--- config.mk ---
export PLATFORM = sky130hd
export DESIGN_NAME = aeip_event_irq
export DESIGN_NICKNAME = d
export VERILOG_FILES = /design/src/shared/aeip_pkg.sv /design/src/logic/aeip_event_irq.sv /design/src/logic/aeip_publish_gate.sv
export VERILOG_INCLUDE_DIRS = /design/src /design/src/shared
export SDC_FILE = /design/constraint.sdc
export NUM_CORES = 1
export LEC_CHECK = 0
export ABC_AREA = 1
export BUFFER_PORTS_ARGS = -buffer_cell sky130_fd_sc_hd__buf_2
export CORE_UTILIZATION = 40
export DETAILED_ROUTE_END_ITERATION = 10
export PLACE_DENSITY = 0.58
export SETUP_SLACK_MARGIN = 0.1
export SYNTH_ARGS = -nofsm -noshare
export SYNTH_HDL_FRONTEND = slang
export SYNTH_SLANG_ARGS = --single-unit
--- constraint.sdc ---
create_clock -name i_clk_sys -period 38 [get_ports i_clk_sys]
set_input_delay 5.7 -clock i_clk_sys [delete_from_list [all_inputs] [get_ports i_clk_sys]]
set_output_delay 5.7 -clock i_clk_sys [all_outputs]
set_load 0.05 [all_outputs]
--- src/shared/aeip_defs.svh ---
`ifndef AEIP_DEFS_SVH
`define AEIP_DEFS_SVH

// Register byte offsets
`define AEIP_LIMITL_PUB_BASE 12'h19c
`define AEIP_LIMITL_PUB_STRIDE 12'h008
`define AEIP_IRQ_ENABLE_OFF 12'h300
`define AEIP_EVENT_STATUS_OFF 12'h310
`define AEIP_IRQ_MASK_OFF 12'h314

// Field layout of a publish register
`define AEIP_PUB_IDX_MSB 15
`define AEIP_PUB_EN_BIT 31

// Reset values
`define AEIP_PUB_RESET 32'h00000000
`define AEIP_ENABLE_RESET 22'h000000
`define AEIP_STATUS_RESET 22'h000000
`define AEIP_MASK_RESET 22'h000000

// Event bit positions in enable and status registers
`define AEIP_EV_STARTED 0
`define AEIP_EV_END 1
`define AEIP_EV_DONE 2
`define AEIP_EV_RESULT 3
`define AEIP_EV_CALIB 4
`define AEIP_EV_STOPPED 5
`define AEIP_EV_LIMIT_BASE 6

`define AEIP_NUM_EVENTS 22
`define AEIP_NUM_CHAN 8

`endif

--- src/shared/aeip_pkg.sv ---
package aeip_pkg;
  typedef logic [21:0] aeip_event_vec_t;
  typedef logic [15:0] aeip_route_idx_t;
  typedef logic [7:0] aeip_chan_vec_t;
  typedef enum logic [1:0]
  {
    AEIP_APB_IDLE = 2'b00,
    AEIP_APB_SETUP = 2'b01,
    AEIP_APB_ACCESS = 2'b11
  } aeip_apb_phase_t;
endpackage

--- src/logic/aeip_event_irq.sv ---
// The APB interface to the registers was left to the implementer.
`timescale 1ns/1ps
`include "aeip_defs.svh"

// Function
// - Eight low-limit publish registers at 0x19c plus channel times eight.
// - Publish register holds writable route channel index; resets to zero.
// - Interrupt enable register at 0x300, read-write, resets to zero.
// - Enable bit 0 gates the started event interrupt.
// - Enable bit 1 gates the end event interrupt.
// - Enable bit 2 gates the done event interrupt.
// - Enable bit 3 gates the result ready event interrupt.
// - Enable bit 4 gates the calibration complete event interrupt.
// - Enable bit 5 gates the stopped event interrupt.
// - Enable bit 6 gates channel 0 high-limit interrupt.
// - Enable bit 7 gates channel 0 low-limit interrupt.
// - Enable bit 8 gates channel 1 high-limit interrupt.
// - Enable bit 9 gates channel 1 low-limit interrupt.
// - Enable bit 10 gates channel 2 high-limit interrupt.
// - Enable bit 11 gates channel 2 low-limit interrupt.
// - Bits 12 to 21 gate channels 3 to 7, high then low.

module aeip_event_irq
(
  input wire logic i_clk_sys,
  input wire logic i_reset,
  input wire logic i_psel,
  input wire logic i_penable,
  input wire logic i_pwrite,
  input wire logic [11:0] i_paddr,
  input wire logic [31:0] i_pwdata,
  output logic [31:0] o_prdata,
  output logic o_pready,
  output logic o_pslverr,
  input wire logic i_started_event,
  input wire logic i_end_event,
  input wire logic i_done_event,
  input wire logic i_result_ready_event,
  input wire logic i_calibration_complete_event,
  input wire logic i_stopped_event,
  input wire aeip_pkg::aeip_chan_vec_t i_high_limit_event,
  input wire aeip_pkg::aeip_chan_vec_t i_low_limit_event,
  output aeip_pkg::aeip_chan_vec_t o_low_limit_publish,
  output logic [127:0] o_low_limit_publish_index,
  output logic o_irq
);
  import aeip_pkg::*;

  aeip_event_vec_t event_irq_enable_q;
  aeip_event_vec_t status_q;
  aeip_event_vec_t mask_q;
  aeip_event_vec_t event_vec;
  aeip_apb_phase_t phase;
  logic [31:0] limit_low_publish_cfg_q [0:7];
  logic [31:0] rdata_d;
  logic hit_d;
  logic wr_en;
  logic rd_en;
  logic [3:0] slot_d;
  logic [2:0] slot_idx;
  logic slot_hit;
  aeip_event_vec_t status_d;
  aeip_event_vec_t armed;
  aeip_event_vec_t irq_pend;

  // Returns the publish channel for an address, or 8 when not a publish reg
  function automatic logic [3:0] pub_slot(input logic [11:0] addr);
    logic [3:0] slot;
    slot = 4'h8;
    for (int n = 0; n < `AEIP_NUM_CHAN; n++)
    begin
      if (addr == 12'(`AEIP_LIMITL_PUB_BASE + n * `AEIP_LIMITL_PUB_STRIDE))
      begin
        slot = 4'(n);
      end
    end
    return slot;
  endfunction

  // Phase decodes bus state for the write, read, ready and error logic; answers are zero-wait
  always_comb
  begin
    if (i_psel && i_penable)
    begin
      phase = AEIP_APB_ACCESS;
    end
    else if (i_psel)
    begin
      phase = AEIP_APB_SETUP;
    end
    else
    begin
      phase = AEIP_APB_IDLE;
    end
  end

  // Writes land at the edge that completes the access, with pready high,
  // so a transfer the master has not finished never changes state
  assign wr_en = (phase == AEIP_APB_ACCESS) && o_pready && i_pwrite;
  // Read data fetched in setup, registered for the access cycle
  assign rd_en = (phase == AEIP_APB_SETUP) && !i_pwrite;

  // Publish slot decoded once, shared by write and read paths
  assign slot_d = pub_slot(i_paddr);
  assign slot_hit = (slot_d != 4'h8);
  assign slot_idx = slot_d[2:0];

  // Event vector in enable bit order
  assign event_vec[`AEIP_EV_STARTED] = i_started_event;
  assign event_vec[`AEIP_EV_END] = i_end_event;
  assign event_vec[`AEIP_EV_DONE] = i_done_event;
  assign event_vec[`AEIP_EV_RESULT] = i_result_ready_event;
  assign event_vec[`AEIP_EV_CALIB] = i_calibration_complete_event;
  assign event_vec[`AEIP_EV_STOPPED] = i_stopped_event;

  // channels 0..7 form the high/low pairs from bit 6; channel 3 starts at bit 12
  genvar e;
  generate
    for (e = 0; e < `AEIP_NUM_CHAN; e++)
    begin : g_ev
      assign event_vec[`AEIP_EV_LIMIT_BASE + 2 * e] =
        i_high_limit_event[e];
      assign event_vec[`AEIP_EV_LIMIT_BASE + 2 * e + 1] =
        i_low_limit_event[e];
    end
  endgenerate

  // publish config storage, reset to zero
  always_ff @(posedge i_clk_sys or posedge i_reset)
  begin
    if (i_reset)
    begin
      for (int n = 0; n < `AEIP_NUM_CHAN; n++)
      begin
        limit_low_publish_cfg_q[n] <= `AEIP_PUB_RESET;
      end
    end
    else if (wr_en && slot_hit)
    begin
      limit_low_publish_cfg_q[slot_idx] <=
        {i_pwdata[`AEIP_PUB_EN_BIT], 15'h0000,
         i_pwdata[`AEIP_PUB_IDX_MSB:0]};
    end
  end

  // interrupt enable register, reset all zeros
  always_ff @(posedge i_clk_sys or posedge i_reset)
  begin
    if (i_reset)
    begin
      event_irq_enable_q <= `AEIP_ENABLE_RESET;
    end
    else if (wr_en && i_paddr == `AEIP_IRQ_ENABLE_OFF)
    begin
      event_irq_enable_q <= i_pwdata[21:0];
    end
  end

  // Sticky flags; a new event wins over a same-cycle clear
  always_comb
  begin
    status_d = status_q | event_vec;
    if (wr_en && i_paddr == `AEIP_EVENT_STATUS_OFF)
    begin
      status_d = (status_q & ~i_pwdata[21:0]) | event_vec;
    end
  end

  always_ff @(posedge i_clk_sys or posedge i_reset)
  begin
    if (i_reset)
    begin
      status_q <= `AEIP_STATUS_RESET;
    end
    else
    begin
      status_q <= status_d;
    end
  end

  always_ff @(posedge i_clk_sys or posedge i_reset)
  begin
    if (i_reset)
    begin
      mask_q <= `AEIP_MASK_RESET;
    end
    else if (wr_en && i_paddr == `AEIP_IRQ_MASK_OFF)
    begin
      mask_q <= i_pwdata[21:0];
    end
  end

  // A flag counts only while both its enable and its mask bit are set
  assign armed = event_irq_enable_q & mask_q;

  assign irq_pend[`AEIP_EV_STARTED] =
    status_q[`AEIP_EV_STARTED] & armed[`AEIP_EV_STARTED];
  assign irq_pend[`AEIP_EV_END] =
    status_q[`AEIP_EV_END] & armed[`AEIP_EV_END];
  assign irq_pend[`AEIP_EV_DONE] =
    status_q[`AEIP_EV_DONE] & armed[`AEIP_EV_DONE];
  assign irq_pend[`AEIP_EV_RESULT] =
    status_q[`AEIP_EV_RESULT] & armed[`AEIP_EV_RESULT];
  assign irq_pend[`AEIP_EV_CALIB] =
    status_q[`AEIP_EV_CALIB] & armed[`AEIP_EV_CALIB];
  assign irq_pend[`AEIP_EV_STOPPED] =
    status_q[`AEIP_EV_STOPPED] & armed[`AEIP_EV_STOPPED];
  assign irq_pend[`AEIP_EV_LIMIT_BASE] =
    status_q[`AEIP_EV_LIMIT_BASE] & armed[`AEIP_EV_LIMIT_BASE];
  assign irq_pend[`AEIP_EV_LIMIT_BASE + 1] =
    status_q[`AEIP_EV_LIMIT_BASE + 1] & armed[`AEIP_EV_LIMIT_BASE + 1];
  assign irq_pend[`AEIP_EV_LIMIT_BASE + 2] =
    status_q[`AEIP_EV_LIMIT_BASE + 2] & armed[`AEIP_EV_LIMIT_BASE + 2];
  assign irq_pend[`AEIP_EV_LIMIT_BASE + 3] =
    status_q[`AEIP_EV_LIMIT_BASE + 3] & armed[`AEIP_EV_LIMIT_BASE + 3];
  assign irq_pend[`AEIP_EV_LIMIT_BASE + 4] =
    status_q[`AEIP_EV_LIMIT_BASE + 4] & armed[`AEIP_EV_LIMIT_BASE + 4];
  assign irq_pend[`AEIP_EV_LIMIT_BASE + 5] =
    status_q[`AEIP_EV_LIMIT_BASE + 5] & armed[`AEIP_EV_LIMIT_BASE + 5];

  genvar k;
  generate
    for (k = 3; k < `AEIP_NUM_CHAN; k++)
    begin : g_irq_lim
      assign irq_pend[`AEIP_EV_LIMIT_BASE + 2 * k] =
        status_q[`AEIP_EV_LIMIT_BASE + 2 * k] &
        armed[`AEIP_EV_LIMIT_BASE + 2 * k];
      assign irq_pend[`AEIP_EV_LIMIT_BASE + 2 * k + 1] =
        status_q[`AEIP_EV_LIMIT_BASE + 2 * k + 1] &
        armed[`AEIP_EV_LIMIT_BASE + 2 * k + 1];
    end
  endgenerate

  always_ff @(posedge i_clk_sys or posedge i_reset)
  begin
    if (i_reset)
    begin
      o_irq <= 1'b0;
    end
    else
    begin
      o_irq <= |irq_pend;
    end
  end

  always_comb
  begin
    rdata_d = 32'h00000000;
    hit_d = 1'b1;
    if (slot_hit)
    begin
      rdata_d = limit_low_publish_cfg_q[slot_idx];
    end
    else if (i_paddr == `AEIP_IRQ_ENABLE_OFF)
    begin
      rdata_d = {10'h000, event_irq_enable_q};
    end
    else if (i_paddr == `AEIP_EVENT_STATUS_OFF)
    begin
      rdata_d = {10'h000, status_q};
    end
    else if (i_paddr == `AEIP_IRQ_MASK_OFF)
    begin
      rdata_d = {10'h000, mask_q};
    end
    else
    begin
      hit_d = 1'b0;
    end
  end

  // Ready in the first access cycle; no wait states ever
  always_ff @(posedge i_clk_sys or posedge i_reset)
  begin
    if (i_reset)
    begin
      o_pready <= 1'b0;
    end
    else
    begin
      o_pready <= (phase == AEIP_APB_SETUP);
    end
  end

  // Error flagged with ready on an unmapped address
  always_ff @(posedge i_clk_sys or posedge i_reset)
  begin
    if (i_reset)
    begin
      o_pslverr <= 1'b0;
    end
    else
    begin
      o_pslverr <= (phase == AEIP_APB_SETUP) && !hit_d;
    end
  end

  // Read data held at zero outside the answer cycle of a read hit
  always_ff @(posedge i_clk_sys or posedge i_reset)
  begin
    if (i_reset)
    begin
      o_prdata <= 32'h00000000;
    end
    else
    begin
      o_prdata <= (rd_en && hit_d) ? rdata_d : 32'h00000000;
    end
  end

  genvar g;
  generate
    for (g = 0; g < `AEIP_NUM_CHAN; g++)
    begin : g_pub
      aeip_publish_gate u_gate
      (
        .i_clk_sys(i_clk_sys),
        .i_reset(i_reset),
        .i_event(i_low_limit_event[g]),
        .i_enable(limit_low_publish_cfg_q[g][`AEIP_PUB_EN_BIT]),
        .i_route_channel_index(
          limit_low_publish_cfg_q[g][`AEIP_PUB_IDX_MSB:0]),
        .o_publish(o_low_limit_publish[g]),
        .o_publish_index(o_low_limit_publish_index[16 * g +: 16])
      );
    end
  endgenerate
endmodule // aeip_event_irq

--- src/logic/aeip_publish_gate.sv ---
`timescale 1ns/1ps
`include "aeip_defs.svh"

module aeip_publish_gate
(
  input wire logic i_clk_sys,
  input wire logic i_reset,
  input wire logic i_event,
  input wire logic i_enable,
  input wire aeip_pkg::aeip_route_idx_t i_route_channel_index,
  output logic o_publish,
  output aeip_pkg::aeip_route_idx_t o_publish_index
);
  import aeip_pkg::*;

  // Index latched with the pulse so a later rewrite cannot skew it
  always_ff @(posedge i_clk_sys or posedge i_reset)
  begin
    if (i_reset)
    begin
      o_publish <= 1'b0;
      o_publish_index <= 16'h0000;
    end
    else
    begin
      o_publish <= i_event & i_enable;
      if (i_event & i_enable)
      begin
        o_publish_index <= i_route_channel_index;
      end
    end
  end
endmodule // aeip_publish_gate

==> impl_metrics.prom <==
# TYPE chip_impl_metric gauge
chip_impl_metric{name="synth-compound-area-share",unit="%"} 10.55
chip_impl_metric{name="static_power_due_to_leakage",unit="nW"} 9.549
chip_impl_metric{name="via_per_inst",unit=""} 5.118
chip_impl_metric{name="die_area",unit="um^2"} 40360
chip_impl_metric{name="synthesis.instances",unit=""} 1841
chip_impl_metric{name="finalCriticalPeriod",unit="ns"} 8.640
chip_impl_metric{name="tightest_slew",unit="ns"} 1.157
chip_impl_metric{name="boundaryPins",unit=""} 242
chip_impl_metric{name="synth_xor_area_share",unit="%"} 0
chip_impl_info{name="unrepaired_setup_endpoints_after_global_routing",value="no"} 1
chip_impl_info{name="ys_top_cells_by_area",value="dfrtp_1 (58%), nand2_1 (15%), o21ai_0 (5.8%)"} 1
chip_impl_metric{name="grt_start_max_net_pins",unit=""} 134
chip_impl_metric{name="power-per-cell-area",unit="nW/um^2"} 42.53
chip_impl_metric{name="drt_pass1_iterations",unit=""} 6
chip_impl_info{name="synth-main-ff-cell",value="dfrtp_1"} 1
chip_impl_metric{name="sequential_cell_area",unit="um^2"} 9109
chip_impl_metric{name="detailed_router_s_first_iteration_violation_count",unit=""} 1407
chip_impl_metric{name="first_global_vias",unit=""} 12370
chip_impl_metric{name="synthAdderAreaFrac",unit="%"} 0
chip_impl_metric{name="timing.critical_path.required",unit="ns"} 38.42
chip_impl_metric{name="crit_path_max_fanout",unit=""} 51
chip_impl_metric{name="tritoncts.num_buffers",unit=""} 39
chip_impl_metric{name="die-height",unit="um"} 200.9
chip_impl_metric{name="port-buffer-count",unit=""} 223
chip_impl_metric{name="maximum_vdd_drop",unit="V"} 0.00003055
chip_impl_metric{name="timing.critical_path.arrival",unit="ns"} 9.06
chip_impl_metric{name="cts.repair_timing.setup_buffer_count",unit=""} 0
chip_impl_metric{name="gpl.final_weighted_congestion",unit=""} 0.9328
chip_impl_metric{name="wire_length_of_the_first_global_routing_pass",unit="um"} 76460
chip_impl_metric{name="final_critical_path_setup_slack",unit="ns"} 29.36
chip_impl_metric{name="dpl-instance-area",unit="um^2"} 17170
chip_impl_info{name="worst-setup-path-type",value="in -> reg"} 1
chip_impl_info{name="cts_tree",value="built"} 1
chip_impl_metric{name="area_growth_from_synthesis_to_final_layout",unit="%"} 16.04
chip_impl_info{name="layout.cells.most_common_list",value="nand2_1 (616), dfrtp_1 (364), buf_2 (223), o21ai_0 (183), inv_1 (162)"} 1
chip_impl_metric{name="grt_antenna_before_repair",unit=""} 1
chip_impl_metric{name="initial_core_util",unit="%"} 40.75
chip_impl_metric{name="layout-drive-gt1-share",unit="%"} 16.89
chip_impl_info{name="cp-start-kind",value="input port"} 1
chip_impl_metric{name="synth_largest_type_area_fraction",unit="%"} 57.56
chip_impl_metric{name="drv_cap",unit=""} 0
chip_impl_metric{name="grt_remaining_overflow",unit=""} 0
chip_impl_info{name="hold_class",value="reg -> reg"} 1
chip_impl_metric{name="htree_levels",unit=""} 2
chip_impl_metric{name="syn-cell-area",unit="um^2"} 15820
chip_impl_metric{name="report.final.slew_viol_count",unit=""} 0
chip_impl_metric{name="detail_route.wirelength",unit="um"} 50350
chip_impl_info{name="critPathCaptureType",value="flop"} 1
chip_impl_metric{name="worst_skew_pair.late_latency",unit="ns"} 0.53
chip_impl_metric{name="clock_sinks",unit=""} 364
chip_impl_metric{name="max_stage_delay",unit="ns"} 0.72
chip_impl_info{name="final_common_cell",value="nand2_1"} 1
chip_impl_metric{name="vias",unit=""} 13140
chip_impl_metric{name="wp_buf_inv",unit=""} 2
chip_impl_metric{name="synth.ff_latch_count",unit=""} 364
chip_impl_metric{name="postSynthAreaPerCell",unit="um^2"} 8.595
chip_impl_metric{name="cts_hold_repair.buffers",unit=""} 0
chip_impl_info{name="critical_path.cell_chain",value="buf_2 > nor2_2 > nand2_4 > nor2_8 > o21ai_4 > buf_4 > nand2_2 > nor2_8 > nand2_4 > nand4_2 > o21ai_0"} 1
chip_impl_metric{name="antenna_violating_nets_post_route",unit=""} 0
chip_impl_metric{name="dieWidth",unit="um"} 200.9
chip_impl_metric{name="synth.distinct_cells",unit=""} 40
chip_impl_metric{name="multi_input_comb_area",unit="um^2"} 5553
chip_impl_metric{name="grt_usage",unit="%"} 24.88
chip_impl_metric{name="async_reset_ff_share",unit="%"} 100.0
chip_impl_metric{name="core_area",unit="um^2"} 38830
chip_impl_metric{name="final.period_utilization",unit="%"} 22.74
chip_impl_metric{name="rows",unit=""} 72
chip_impl_info{name="cell_type_group_with_the_largest_total_delay_on_the_critical_path",value="simple AND/OR/NAND/NOR gates"} 1
chip_impl_metric{name="post-route-drc-count",unit=""} 0
chip_impl_metric{name="wire_per_inst",unit="um"} 19.61
chip_impl_metric{name="dp_hpwl",unit="um"} 35230
chip_impl_metric{name="timing.hold.ws",unit="ns"} 0.4727
chip_impl_metric{name="design.final.nets",unit=""} 2093
chip_impl_metric{name="synth_simple_gate_area_share",unit="%"} 24.26
chip_impl_info{name="synth_largest_area_cell",value="dfrtp_1"} 1
chip_impl_metric{name="nFillCells",unit=""} 3868
chip_impl_metric{name="synth_edf_count",unit=""} 0
chip_impl_metric{name="fraction_of_the_yosys_area_taken_by_sequential_cells",unit="%"} 57.56
chip_impl_metric{name="maxSlewHeadroom",unit="%"} 22.66
chip_impl_info{name="cts_root_buf",value="clkbuf_16"} 1
chip_impl_metric{name="cts.clk_slew.worst_paths",unit="ns"} 0.06
chip_impl_metric{name="yosys_warnings",unit=""} 0
chip_impl_metric{name="post_cts_resized",unit=""} 0
chip_impl_metric{name="maxClockFrequency",unit="MHz"} 115.7
chip_impl_metric{name="dpl_worst_slack",unit="ns"} 28.93
chip_impl_metric{name="synth_mux_area_share",unit="%"} 0
chip_impl_info{name="crit_slowest_cell",value="nand4_2"} 1
chip_impl_metric{name="clk_path_buf_depth",unit=""} 3
chip_impl_metric{name="setup_tns",unit="ns"} 0
chip_impl_metric{name="fin_worst_skew",unit="ns"} 0.01557
chip_impl_info{name="synth_top_family_by_area",value="simple AND/OR/NAND/NOR gates"} 1
chip_impl_metric{name="finalHoldViolCount",unit=""} 0
chip_impl_info{name="status",value="finished clean"} 1
chip_impl_metric{name="stdcell_area",unit="um^2"} 18360
chip_impl_metric{name="finalSetupViolCount",unit=""} 0
==> stage by stage <==
stage | total power, W | util, % | std cells
floorplan | 0.0004160 | - | 1849
global placement | 0.0004287 | 44.23 | 2499
detailed placement | 0.0004290 | 44.23 | 2499
CTS | 0.0007870 | 47.29 | 2567
global route | 0.0008044 | 47.29 | 2567
finish | 0.0007809 | 47.29 | 2568
==> per-layer routing <==
metal | GRT usage [%] | share of wire [%] | vias to the layer above
li1 | - | - | 6249
met1 | 35.54 | 45 | 6374
met2 | 39.30 | 46 | 435
met3 | 3.653 | 5.9 | 83
met4 | 7.088 | 2.6 | 2
met5 | 0 | 0.024 | -
==> worst register-to-register path, delay by kind of cell, from the launching register on <==
family / cells / cell delay, ns
AND/OR/NAND/NOR: 2 / 1.12
AO/OA/AOI/OAI: 1 / 0.49
buffers and inverters: 1 / 0.38
flip-flops: 1 / 0.35
==> Yosys cell counts (3+ instances only) <==
cell,count
buf_2,21
nand4_1,24
inv_2,5
nand4_2,3
dfrtp_1,364
clkinv_1,7
a22o_1,3
a221oi_1,3
nand2_1,616
nand2_4,3
nor3_1,8
o21ai_0,183
inv_1,163
o21ai_2,17
nand3_1,142
clkbuf_1,51
o22ai_1,16
o21ai_1,37
o21bai_1,16
buf_6,7
nor2_1,80
nor2_2,5
a21oi_1,21
nand2_2,5
buf_4,22
==> flip-flops by register name, summed over array words and instances (netlist names) <==
name                          cells
o_pslverr                         1
mask_q                           22
g_pub.u_gate.o_publish            8
status_q                         22
g_pub.u_gate.o_publish_index    128
o_prdata                         23
o_irq                             1
o_pready                          1
event_irq_enable_q               22
limit_low_publish_cfg_q         136
==> cell families (layout without fill, tap and decap cells) <==
| family | Yosys count | count (layout) |
|---|---|---|
| AO/OA/AOI/OAI | 300 | 300 |
| buffers and inverters | 277 | 477 |
| flip-flops | 364 | 364 |
| AND/OR/NAND/NOR | 899 | 899 |
| other | 1 | 10 |
==> final timing paths <==
| check | startpoint | endpoint | slack (ns) | depth (start not counted) |
|---|---|---|---|---|
| worst max-delay path | i_paddr[1] | limit_low_publish_cfg_q[161]$_DFFE_PP0P_ | 29.36 | 11 |
| min in group asynchronous | i_reset | g_pub[2].u_gate.o_publish_index[10]$_DFFE_PP0P_ | 5.37 | 2 |
| worst max register to register | o_pready$_DFF_PP0_ | limit_low_publish_cfg_q[133]$_DFFE_PP0P_ | 35.55 | 4 |
| worst min-delay path | g_pub[2].u_gate.o_publish_index[9]$_DFFE_PP0P_ | g_pub[2].u_gate.o_publish_index[9]$_DFFE_PP0P_ | 0.47 | 2 |
| max in group asynchronous | i_reset | limit_low_publish_cfg_q[35]$_DFFE_PP0P_ | 30.53 | 4 |
| worst min register to register | g_pub[2].u_gate.o_publish_index[9]$_DFFE_PP0P_ | g_pub[2].u_gate.o_publish_index[9]$_DFFE_PP0P_ | 0.47 | 2 |
==> report_power, final <==
group,switching [W],internal [W],total (W)
Clock,0.000155,0.000205,0.000360
Combinational,0.0000263,0.00000517,0.0000315
Sequential,0.000000757,0.000389,0.000390
Total,0.000182,0.000599,0.000781
==> layout make-up <==
cell class              count  area share [%]
multi-input cells        1208           30.24
clock inverters            12          0.3748
flip-flops and latches    364           49.60
repair buffers            233           6.487
clock buffers              56           6.098
well taps                 518           3.530
inverters                 176           3.652
diodes                      1         0.01363
No activity file was read; power rests on OpenSTA's default activity.
